### src/hbsrd_pkg.sv
/*
  Shared constants and types for the host bus snoop, response and data block.
  Assumes a single core clock; all link pins are sampled by that clock.
*/
package hbsrd_pkg;
  // ----------------------------------------------------------------
  // Data path geometry
  // ----------------------------------------------------------------
  localparam int GRP_W = 16; // Bits per strobe group
  localparam int GRP_N = 4; // Strobe groups on the bus
  localparam int DATA_W = GRP_W * GRP_N; // Full data word
  localparam int DBI_MAX_LOW = 8; // Most pins low per group
  localparam int FIFO_DEPTH = 8; // Receive buffer words
  localparam int STRAP_W = 3; // Bus speed strap width
  localparam logic [1:0] STRAP_SETTLE = 2'h2; // Edges until strap sync is full

  // ----------------------------------------------------------------
  // Response encodings, logical (pins carry the inverse)
  // ----------------------------------------------------------------
  localparam logic [2:0] RESP_IDLE = 3'h0;
  localparam logic [2:0] RESP_RETRY = 3'h1;
  localparam logic [2:0] RESP_DEFER = 3'h2;
  localparam logic [2:0] RESP_RSVD = 3'h3;
  localparam logic [2:0] RESP_HARD = 3'h4;
  localparam logic [2:0] RESP_NODATA = 3'h5;
  localparam logic [2:0] RESP_IWB = 3'h6;
  localparam logic [2:0] RESP_NORMAL = 3'h7;

  // ----------------------------------------------------------------
  // Transmit sequencer states
  // ----------------------------------------------------------------
  typedef enum logic [1:0] {TX_IDLE, TX_SETUP, TX_FALL, TX_RISE} hbsrd_tx_state_type;
endpackage

### src/hbsrd_fifo.sv
/*
  Receive FIFO with a registered output stage, valid/ready on both sides.
  Assumes DEPTH is a power of two; one clock, asynchronous active-high reset.
*/
`timescale 1ns/10ps
module hbsrd_fifo #(
  parameter int W = 64,
  parameter int DEPTH = 8
) (
  input wire logic clk_in, // Core clock
  input wire logic rst_in, // Async reset, high
  input wire logic in_valid_in, // Write request
  input wire logic [W-1:0] in_data_in, // Write word
  output logic in_ready_out, // Room for a word
  output logic out_valid_out, // Output word held
  output logic [W-1:0] out_data_out, // Output word
  input wire logic out_ready_in // Drain accepts
);
  localparam int AW = $clog2(DEPTH);
  logic [W-1:0] mem_q [DEPTH];
  logic [AW-1:0] wr_q, wr_d, rd_q, rd_d;
  logic [AW:0] cnt_q, cnt_d;
  logic ov_q, ov_d;
  logic [W-1:0] od_q, od_d;
  logic push, load;

  // ----------------------------------------------------------------
  // Pointer and output stage next values
  // ----------------------------------------------------------------
  assign in_ready_out = (cnt_q != (AW+1)'(DEPTH));
  assign out_valid_out = ov_q;
  assign out_data_out = od_q;
  assign push = in_valid_in && in_ready_out;
  // Refill the output register whenever storage holds a word and the register is empty or being taken
  assign load = (cnt_q != '0) && (!ov_q || out_ready_in);

  always_comb
  begin
    wr_d = push ? wr_q + 1'b1 : wr_q;
    rd_d = load ? rd_q + 1'b1 : rd_q;
    cnt_d = cnt_q + (AW+1)'(push) - (AW+1)'(load);
    ov_d = load ? 1'b1 : (out_ready_in ? 1'b0 : ov_q);
    od_d = load ? mem_q[rd_q] : od_q;
  end

  always_ff @(posedge clk_in or posedge rst_in)
  begin
    if (rst_in)
    begin
      wr_q <= '0;
      rd_q <= '0;
      cnt_q <= '0;
      ov_q <= 1'b0;
      od_q <= '0;
    end
    else
    begin
      wr_q <= wr_d;
      rd_q <= rd_d;
      cnt_q <= cnt_d;
      ov_q <= ov_d;
      od_q <= od_d;
    end
  end

  // Storage needs no reset; it is never read before written
  always_ff @(posedge clk_in)
  begin
    if (push)
      mem_q[wr_q] <= in_data_in;
  end
endmodule

### src/hbsrd_top.sv
/*
  Host bus data strobes, bus inversion, snoop result, target ready, response
  code, defer and bus speed strap logic of the memory controller's host port.
  Assumes all link pins are asynchronous to CLK_IN and are slower than it;
  pin levels are resolved from the output enables outside this module.
*/
// Summary of operation
// - Bus owner strobes each data group
// - Four groups, each timed by own strobe
// - Capture on falling edge of either strobe
// - Clean hit reports unmodified cached line
// - Dirty hit reports modified line, supplies it
// - Both hits together extend snoop window
// - Target ready only when transfer possible
// - Response codes encoded as three-bit table
// - Never drive reserved or hard-failure codes
// - Bus speed strap sampled at reset release
// - Inversion keeps at most eight low pins
// - Defer during snoop of deferred/retried transaction
`timescale 1ns/10ps
module hbsrd_top (
  input wire logic CLK_IN, // Core clock, 20 MHz
  input wire logic SYS_RST_IN, // Async reset, high
  input wire logic [hbsrd_pkg::GRP_N-1:0] DATA_STROBE_TRUE_N_IN, // Strobe pin level
  output logic [hbsrd_pkg::GRP_N-1:0] DATA_STROBE_TRUE_N_OUT, // Strobe drive
  input wire logic [hbsrd_pkg::GRP_N-1:0] DATA_STROBE_COMP_N_IN, // Comp strobe level
  output logic [hbsrd_pkg::GRP_N-1:0] DATA_STROBE_COMP_N_OUT, // Comp strobe drive
  output logic DATA_STROBE_OE_OUT, // Strobe enable
  input wire logic [hbsrd_pkg::DATA_W-1:0] HOST_DATA_LINES_N_IN, // Data pin level
  output logic [hbsrd_pkg::DATA_W-1:0] HOST_DATA_LINES_N_OUT, // Data drive
  input wire logic [hbsrd_pkg::GRP_N-1:0] DATA_GROUP_INVERT_N_IN, // Inversion level
  output logic [hbsrd_pkg::GRP_N-1:0] DATA_GROUP_INVERT_N_OUT, // Inversion drive
  output logic HOST_DATA_OE_OUT, // Data and inversion enable
  input wire logic SNOOP_CLEAN_HIT_N_IN, // Clean hit level
  output logic SNOOP_CLEAN_HIT_N_OUT, // Clean hit drive
  input wire logic SNOOP_DIRTY_HIT_N_IN, // Dirty hit level
  output logic SNOOP_DIRTY_HIT_N_OUT, // Dirty hit drive
  output logic SNOOP_HIT_OE_OUT, // Hit pins enable
  output logic TARGET_DATA_READY_N_OUT, // Target ready, low
  output logic [2:0] RESPONSE_CODE_N_OUT, // Response, inverted code
  output logic DEFER_INDICATOR_N_OUT, // Defer, low
  input wire logic [hbsrd_pkg::STRAP_W-1:0] BUS_SPEED_STRAP_IN, // Speed strap pins
  output logic [hbsrd_pkg::STRAP_W-1:0] BUS_SPEED_OUT, // Latched speed select
  output logic [hbsrd_pkg::DATA_W-1:0] RX_DATA_OUT, // Received word
  output logic RX_VALID_OUT, // Received word valid
  input wire logic RX_READY_IN, // Core takes word
  input wire logic [hbsrd_pkg::DATA_W-1:0] TX_DATA_IN, // Word to send
  input wire logic TX_VALID_IN, // Send request
  output logic TX_READY_OUT, // Sender idle
  input wire logic TRDY_REQ_IN, // Core wants data phase
  input wire logic SNOOP_STROBE_IN, // Snoop phase, one cycle
  input wire logic [1:0] SNOOP_RESULT_IN, // {dirty, clean} own hit
  input wire logic SNOOP_EXTEND_IN, // Need more snoop time
  input wire logic [2:0] RESP_PLAN_IN, // Planned response code
  input wire logic RESP_VALID_IN, // Drive response, one cycle
  input wire logic [2:0] RESP_CODE_IN, // Response code
  output logic [1:0] SNOOP_SEEN_OUT, // {dirty, clean} seen on bus
  output logic SNOOP_STALL_OUT // Bus asks for snoop stall
);
  import hbsrd_pkg::*;

  // ----------------------------------------------------------------
  // Pin synchronisers
  // ----------------------------------------------------------------
  logic [GRP_N-1:0] stbt_s1, stbt_s2, stbt_s3, stbc_s1, stbc_s2, stbc_s3;
  logic [DATA_W-1:0] dat_s1, dat_s2;
  logic [GRP_N-1:0] inv_s1, inv_s2;
  logic [1:0] hit_s1, hit_s2;
  logic [STRAP_W-1:0] strap_s1, strap_s2;

  // Data take two stages and strobes three; s3 only serves edge detection, so an edge seen at s2/s3 pairs with dat_s2
  always_ff @(posedge CLK_IN or posedge SYS_RST_IN)
  begin
    if (SYS_RST_IN)
    begin
      {stbt_s1, stbt_s2, stbt_s3, stbc_s1, stbc_s2, stbc_s3} <= '1;
      {dat_s1, dat_s2, inv_s1, inv_s2, hit_s1, hit_s2} <= '1;
      {strap_s1, strap_s2} <= '0;
    end
    else
    begin
      {stbt_s1, stbt_s2, stbt_s3} <= {DATA_STROBE_TRUE_N_IN, stbt_s1, stbt_s2};
      {stbc_s1, stbc_s2, stbc_s3} <= {DATA_STROBE_COMP_N_IN, stbc_s1, stbc_s2};
      {dat_s1, dat_s2} <= {HOST_DATA_LINES_N_IN, dat_s1};
      {inv_s1, inv_s2} <= {DATA_GROUP_INVERT_N_IN, inv_s1};
      {hit_s1, hit_s2} <= {{SNOOP_DIRTY_HIT_N_IN, SNOOP_CLEAN_HIT_N_IN}, hit_s1};
      {strap_s1, strap_s2} <= {BUS_SPEED_STRAP_IN, strap_s1};
    end
  end

  // ----------------------------------------------------------------
  // Receive capture, one lane per strobe group
  // ----------------------------------------------------------------
  logic [GRP_N-1:0][GRP_W-1:0] grp_data_q, grp_data_d;
  logic [GRP_N-1:0] grp_full_q, grp_full_d, rx_edge;
  logic fifo_in_ready, push, tx_busy;

  // Falling edges only; levels are meaningless between transfers
  assign rx_edge = (stbt_s3 & ~stbt_s2) | (stbc_s3 & ~stbc_s2);
  assign push = (&grp_full_q) && fifo_in_ready;

  always_comb
  begin
    grp_data_d = grp_data_q;
    grp_full_d = push ? '0 : grp_full_q;
    for (int g = 0; g < GRP_N; g++)
    begin
      // Own transmissions are not looped back; a new edge wins over the push clear
      if (rx_edge[g] && !tx_busy)
      begin
        grp_data_d[g] = dat_s2[g*GRP_W +: GRP_W] ^ {GRP_W{inv_s2[g]}};
        grp_full_d[g] = 1'b1;
      end
    end
  end

  always_ff @(posedge CLK_IN or posedge SYS_RST_IN)
  begin
    if (SYS_RST_IN)
    begin
      grp_data_q <= '0;
      grp_full_q <= '0;
    end
    else
    begin
      grp_data_q <= grp_data_d;
      grp_full_q <= grp_full_d;
    end
  end

  hbsrd_fifo #(.W(DATA_W), .DEPTH(FIFO_DEPTH)) u_rx_fifo (
    .clk_in(CLK_IN),
    .rst_in(SYS_RST_IN),
    .in_valid_in(&grp_full_q),
    .in_data_in(grp_data_q),
    .in_ready_out(fifo_in_ready),
    .out_valid_out(RX_VALID_OUT),
    .out_data_out(RX_DATA_OUT),
    .out_ready_in(RX_READY_IN)
  );

  // ----------------------------------------------------------------
  // Transmit sequencer with bus inversion
  // ----------------------------------------------------------------
  // Pins carry inverted data; invert again when too many would go low
  function automatic logic [GRP_N+DATA_W-1:0] dbi_enc(input logic [DATA_W-1:0] w);
    logic [GRP_N-1:0] inv;
    logic [DATA_W-1:0] pin;
    int ones;
    inv = '1;
    pin = ~w;
    for (int g = 0; g < GRP_N; g++)
    begin
      ones = 0;
      for (int b = 0; b < GRP_W; b++)
        ones += int'(w[g*GRP_W+b]);
      if (ones > DBI_MAX_LOW)
      begin
        pin[g*GRP_W +: GRP_W] = w[g*GRP_W +: GRP_W];
        inv[g] = 1'b0;
      end
    end
    return {inv, pin};
  endfunction

  hbsrd_tx_state_type tx_state_q, tx_state_d;
  logic [DATA_W-1:0] dat_out_q, dat_out_d;
  logic [GRP_N-1:0] inv_out_q, inv_out_d, stbt_q, stbt_d, stbc_q, stbc_d;
  logic oe_q, oe_d, phase_q, phase_d, txr_q, txr_d, tx_tail_q, tx_tail_d;

  // Own strobe edge reaches the edge detector in the first idle cycle, so mask one cycle longer
  assign tx_busy = (tx_state_q != TX_IDLE) || tx_tail_q;

  always_comb
  begin
    tx_state_d = tx_state_q;
    {dat_out_d, inv_out_d} = {dat_out_q, inv_out_q};
    {stbt_d, stbc_d} = '1;
    {oe_d, phase_d, txr_d} = {oe_q, phase_q, txr_q};
    tx_tail_d = (tx_state_q != TX_IDLE);
    case (tx_state_q)
      TX_IDLE:
        if (TX_VALID_IN && txr_q)
        begin
          {inv_out_d, dat_out_d} = dbi_enc(TX_DATA_IN);
          {oe_d, txr_d} = 2'h2;
          tx_state_d = TX_SETUP;
        end
      TX_SETUP:
      begin
        // Pair members take turns, so every transfer is a falling edge
        if (phase_q)
          stbc_d = '0;
        else
          stbt_d = '0;
        tx_state_d = TX_FALL;
      end
      TX_FALL:
        tx_state_d = TX_RISE;
      TX_RISE:
      begin
        {oe_d, txr_d} = 2'h1;
        phase_d = ~phase_q;
        tx_state_d = TX_IDLE;
      end
      default:
        tx_state_d = TX_IDLE;
    endcase
  end

  always_ff @(posedge CLK_IN or posedge SYS_RST_IN)
  begin
    if (SYS_RST_IN)
    begin
      tx_state_q <= TX_IDLE;
      {dat_out_q, inv_out_q} <= '1;
      {stbt_q, stbc_q} <= '1;
      {oe_q, phase_q, txr_q} <= 3'h1;
      tx_tail_q <= 1'b0;
    end
    else
    begin
      tx_state_q <= tx_state_d;
      {dat_out_q, inv_out_q} <= {dat_out_d, inv_out_d};
      {stbt_q, stbc_q} <= {stbt_d, stbc_d};
      {oe_q, phase_q, txr_q} <= {oe_d, phase_d, txr_d};
      tx_tail_q <= tx_tail_d;
    end
  end

  assign HOST_DATA_LINES_N_OUT = dat_out_q;
  assign DATA_GROUP_INVERT_N_OUT = inv_out_q;
  assign HOST_DATA_OE_OUT = oe_q;
  assign DATA_STROBE_OE_OUT = oe_q;
  assign DATA_STROBE_TRUE_N_OUT = stbt_q;
  assign DATA_STROBE_COMP_N_OUT = stbc_q;
  assign TX_READY_OUT = txr_q;

  // ----------------------------------------------------------------
  // Snoop, target ready, response, defer and strap
  // ----------------------------------------------------------------
  logic [1:0] hit_n_q, hit_n_d, seen_q, seen_d;
  logic hoe_q, hoe_d, stall_q, stall_d, trdy_n_q, trdy_n_d, defer_n_q, defer_n_d;
  logic [2:0] resp_n_q, resp_n_d;
  logic [1:0] strap_cnt_q, strap_cnt_d;
  logic [STRAP_W-1:0] speed_q, speed_d;
  logic resp_bad, plan_defer;

  assign resp_bad = (RESP_CODE_IN == RESP_RSVD) || (RESP_CODE_IN == RESP_HARD);
  assign plan_defer = (RESP_PLAN_IN == RESP_DEFER) || (RESP_PLAN_IN == RESP_RETRY);

  always_comb
  begin
    hoe_d = SNOOP_STROBE_IN;
    hit_n_d = '1;
    defer_n_d = 1'b1;
    if (SNOOP_STROBE_IN)
    begin
      hit_n_d[0] = ~(SNOOP_RESULT_IN[0] | SNOOP_EXTEND_IN);
      hit_n_d[1] = ~(SNOOP_RESULT_IN[1] | SNOOP_EXTEND_IN);
      defer_n_d = ~plan_defer;
    end
    seen_d = ~hit_s2;
    stall_d = (hit_s2 == 2'h0);
    // Only offer the data phase while a whole word fits in the buffer
    trdy_n_d = ~(TRDY_REQ_IN && fifo_in_ready);
    // Illegal codes collapse to idle rather than reaching the bus
    resp_n_d = ~((RESP_VALID_IN && !resp_bad) ? RESP_CODE_IN : RESP_IDLE);
    strap_cnt_d = (strap_cnt_q == STRAP_SETTLE + 2'h1) ? strap_cnt_q : strap_cnt_q + 2'h1;
    speed_d = (strap_cnt_q == STRAP_SETTLE) ? strap_s2 : speed_q;
  end

  always_ff @(posedge CLK_IN or posedge SYS_RST_IN)
  begin
    if (SYS_RST_IN)
    begin
      {hit_n_q, seen_q, hoe_q, stall_q} <= 6'h30;
      {trdy_n_q, defer_n_q, resp_n_q} <= '1;
      strap_cnt_q <= '0;
      speed_q <= '0;
    end
    else
    begin
      {hit_n_q, seen_q, hoe_q, stall_q} <= {hit_n_d, seen_d, hoe_d, stall_d};
      {trdy_n_q, defer_n_q, resp_n_q} <= {trdy_n_d, defer_n_d, resp_n_d};
      strap_cnt_q <= strap_cnt_d;
      speed_q <= speed_d;
    end
  end

  assign {SNOOP_DIRTY_HIT_N_OUT, SNOOP_CLEAN_HIT_N_OUT} = hit_n_q;
  assign SNOOP_HIT_OE_OUT = hoe_q;
  assign SNOOP_SEEN_OUT = seen_q;
  assign SNOOP_STALL_OUT = stall_q;
  assign TARGET_DATA_READY_N_OUT = trdy_n_q;
  assign DEFER_INDICATOR_N_OUT = defer_n_q;
  assign RESPONSE_CODE_N_OUT = resp_n_q;
  assign BUS_SPEED_OUT = speed_q;

  function automatic logic dbi_ok(input logic [DATA_W-1:0] p);
    logic ok;
    ok = 1'b1;
    for (int g = 0; g < GRP_N; g++)
      if ($countones(~p[g*GRP_W +: GRP_W]) > DBI_MAX_LOW)
        ok = 1'b0;
    return ok;
  endfunction
endmodule

### config.mk
export PLATFORM = sky130hd
export DESIGN_NAME = hbsrd_top
export DESIGN_NICKNAME = d
export VERILOG_FILES = /design/src/hbsrd_pkg.sv /design/src/hbsrd_fifo.sv /design/src/hbsrd_top.sv
export SDC_FILE = /design/constraint.sdc
export NUM_CORES = 1
export LEC_CHECK = 0
export BUFFER_PORTS_ARGS = -buffer_cell sky130_fd_sc_hd__buf_4
export CORE_MARGIN = 2
export CORE_UTILIZATION = 50
export CTS_BUF_LIST = sky130_fd_sc_hd__clkbuf_16
export CTS_CLUSTER_DIAMETER = 40
export CTS_CLUSTER_SIZE = 16
export DETAILED_ROUTE_END_ITERATION = 8
export HOLD_SLACK_MARGIN = 0.12
export PLACE_DENSITY = 0.69
export SLEW_MARGIN = 20
export SYNTH_ARGS = -nofsm -noshare
export SYNTH_HDL_FRONTEND = slang
export SYNTH_HIERARCHICAL = 1
export SYNTH_SLANG_ARGS = --single-unit
### constraint.sdc
create_clock -name CLK_IN -period 32.7 [get_ports CLK_IN]
set_input_delay 8.175 -clock CLK_IN [delete_from_list [all_inputs] [get_ports CLK_IN]]
set_output_delay 8.175 -clock CLK_IN [all_outputs]
set_load 0.01 [all_outputs]
==> impl_metrics.ini <==
[die]
fp-row-count = 99
initial_utilization_pct = 50.7
ios = 319
die_width_um = 277
die-area_um2 = 76600
die_h_um = 277
core_area_um2 = 73300

[route]
wl_per_cell_um = 21.8
drc = 0
wirelength_mm = 81.5
antenna_left = 0
drtPass1Iterations = 5
drtIter0Drc = 1043
vias = 20560
viasPerCell = 5.49

[sta]
worst_slack_ps = 20540
final-hold-violation-count = 0
setup_tns_ps = 0
max_slew_margin_pct = 25.9
fmax_ghz = 0.0822
period_share_pct = 37.2
tightest_slew_ps = 1110
slew_viol_final = 0
period_needed_ps = 12160
fin_skew_ps = 19.2
rsz0062_at_grt = no
setup-violations-final = 0

[synth]
ys_seq_elements = 917
synthesis.nets = 2590
synth.largest_area_cell = edfxtp_1
ys_seq_area_share_pct = 69.4
synth_common_cells = 512 x edfxtp_1, 242 x dfstp_2, 167 x nand2_1
synthTopCellsByArea = edfxtp_1 41%, dfstp_2 17%, dfrtp_1 11%
netlist_area_um2 = 37200
yosysMostFrequentCell = edfxtp_1
synth_flop_cell = edfxtp_1
ys_async_sr_fraction_pct = 44.2
synth.avg_cell_area_um2 = 15.8
syn_inst = 2353
yosysUniqueCellTypes = 70
yosysTopAreaCellShare_pct = 41.4
yosysWarnings = 6
synth-edff-count = 512

[worst_setup_path]
slowest_stage = fa_1
path_buf_inv = 5
endpoint_kind = flop
critPathKind = in2reg
arrival_ps = 12720
cp_slowest_stage_delay_ps = 570
startpoint_type = input port
critPathMaxFanout = 20
required_ps = 33260
crit_top_cell = fa_1
cp_top_family = adder cells
crit_chain = buf_4, inv_1, fa_1, fa_1, fa_1, fa_1, inv_1, ha_1, inv_1, fa_1, or3b_4, nor3b_4, buf_8, nor4_1, o31ai_2

[placement]
gp_congestion = 0.800
port_buffers = 318
dp_cells = 3517
dp_slack_ps = 19570
dp_hpwl_mm = 45.5

[clocking]
clk_latency_ps = 670
cts_buffers = 119
clock-sinks = 917
cts_setup_buffers = 0
cts-root-buf = clkbuf_16
cts.htree.levels = 3
cts_tree = built
clk_pin_slew_ps = 60
cts-resized-gates = 0
ctsHoldBuffers = 0
clockBufferDepth = 3

[global_route]
track_usage_pct = 21.4
overflow = 0
grt_pass1_wl_mm = 127
antenna_found_initial = 0
grt_max_degree = 89
grt_pass1_vias = 22023

[outcome]
outcome = complete, no violations

[min_path]
min_path_type = reg2reg

[power]
p_per_area_nw_per_um2 = 93.6
ir_drop_v = 0.0000590
p_leak_nw = 17.3

[layout]
final_nets = 2918
drive_above_1_share_pct = 37.4
area_growth_pct = 18.9
fin_util_pct = 60.3
fin_cells = 3745
diodes = 0

[flow_run]
timing.max_cap.violations = 0
[path summary, 6_finish.rpt]
| check | startpoint | to | slack [ps] | depth (start not counted) |
|---|---|---|---|---|
| worst min register to register | strap_s1[2] | strap_s2[2] | 340 | 0 |
| max in group asynchronous | SYS_RST_IN | u_rx_fifo/rd_q[0] | 23800 | 3 |
| worst max register to register | u_rx_fifo/out_valid_out | u_rx_fifo/cnt_q[2] | 29250 | 9 |
| worst max-delay path | TX_DATA_IN[48] | HOST_DATA_LINES_N_OUT[52] | 20540 | 15 |
| worst min-delay path | strap_s1[2] | strap_s2[2] | 340 | 0 |
| min in group asynchronous | SYS_RST_IN | u_rx_fifo/out_data_out[48] | 7610 | 2 |
[cells by family after synthesis]
logic type | synth area share [%]
buffers and inverters | 3.92
adders and majority gates | 3.39
muxes | 7.54
AOI/OAI and AO/OA | 10.4
xor gates and xnor gates | 1.72
and+or+nand+nor | 3.61
DFF | 69.4
[report_power, final]
group | leakage, nW | internal [W] | switching, W
clock | 1.93 | 0.000762 | 0.000523
combinational | 6.19 | 0.000509 | 0.000644
sequential | 9.18 | 0.00151 | 0.000187
total | 17.3 | 0.00278 | 0.00135
[cell usage in the layout, fill, tap and decap left out, types with 4 or more instances in the layout]
cell	count
edfxtp_1	512
buf_4	345
dfstp_2	242
nand2_1	166
dfrtp_1	162
o21ai_0	134
mux2i_1	128
inv_1	124
clkbuf_16	121
mux2_2	108
o31ai_2	96
xnor2_1	68
a22o_1	64
o22ai_1	64
fa_1	41
ha_1	35
nor4_1	32
o31a_1	29
mux2_1	27
a21oi_1	22
clkinvlp_4	22
nor3_1	19
inv_6	18
clkinv_4	17
a2bb2oi_1	16
o21a_1	16
o31ai_1	16
clkinv_1	14
nor2b_1	10
bufinv_16	9
clkinv_2	8
nand2b_1	7
nor2_4	7
xor2_1	5
clkinv_8	5
buf_6	5
nand3b_1	4
[final cells by class]
cell class	instances	area [µm²]
sequential	917	25800
multi-input combinational	1173	10000
clock inverter	105	1020
tap	959	1200
clock buffer	121	3030
fill	5478	29100
timing repair buffer	351	2660
inverter	119	457
[sequential cells by signal (all words and copies together), names as in the netlist, 64 cells and up]
register / flops
grp_data_q: 64
dat_s2: 64
HOST_DATA_LINES_N_OUT: 64
u_rx_fifo/out_data_out: 64
u_rx_fifo/mem_q: 512
dat_s1: 64
[metal layers]
metal  GRT usage (%)  wire length, µm  share of wire (%)  vias up
li1                -                -                  -     9383
met1            26.3            32600                 40    10491
met2            37.3            41300                 51      538
met3            5.82             5770                7.1      148
met5               0                0                  0        -
met4            5.88             1860                2.3        0
[stage by stage]
| step | hold WS, ps | total power (W) | cell area (µm²) |
|---|---|---|---|
| after floorplan | 331 | 0.00252 | 37200 |
| after global placement | 334 | 0.00282 | 40100 |
| after detailed placement | 336 | 0.00288 | 40100 |
| after CTS | 345 | 0.00418 | 44200 |
| after global routing | 354 | 0.00435 | 44200 |
| final | 341 | 0.00414 | 44200 |
(Power assumes the default switching activity.)
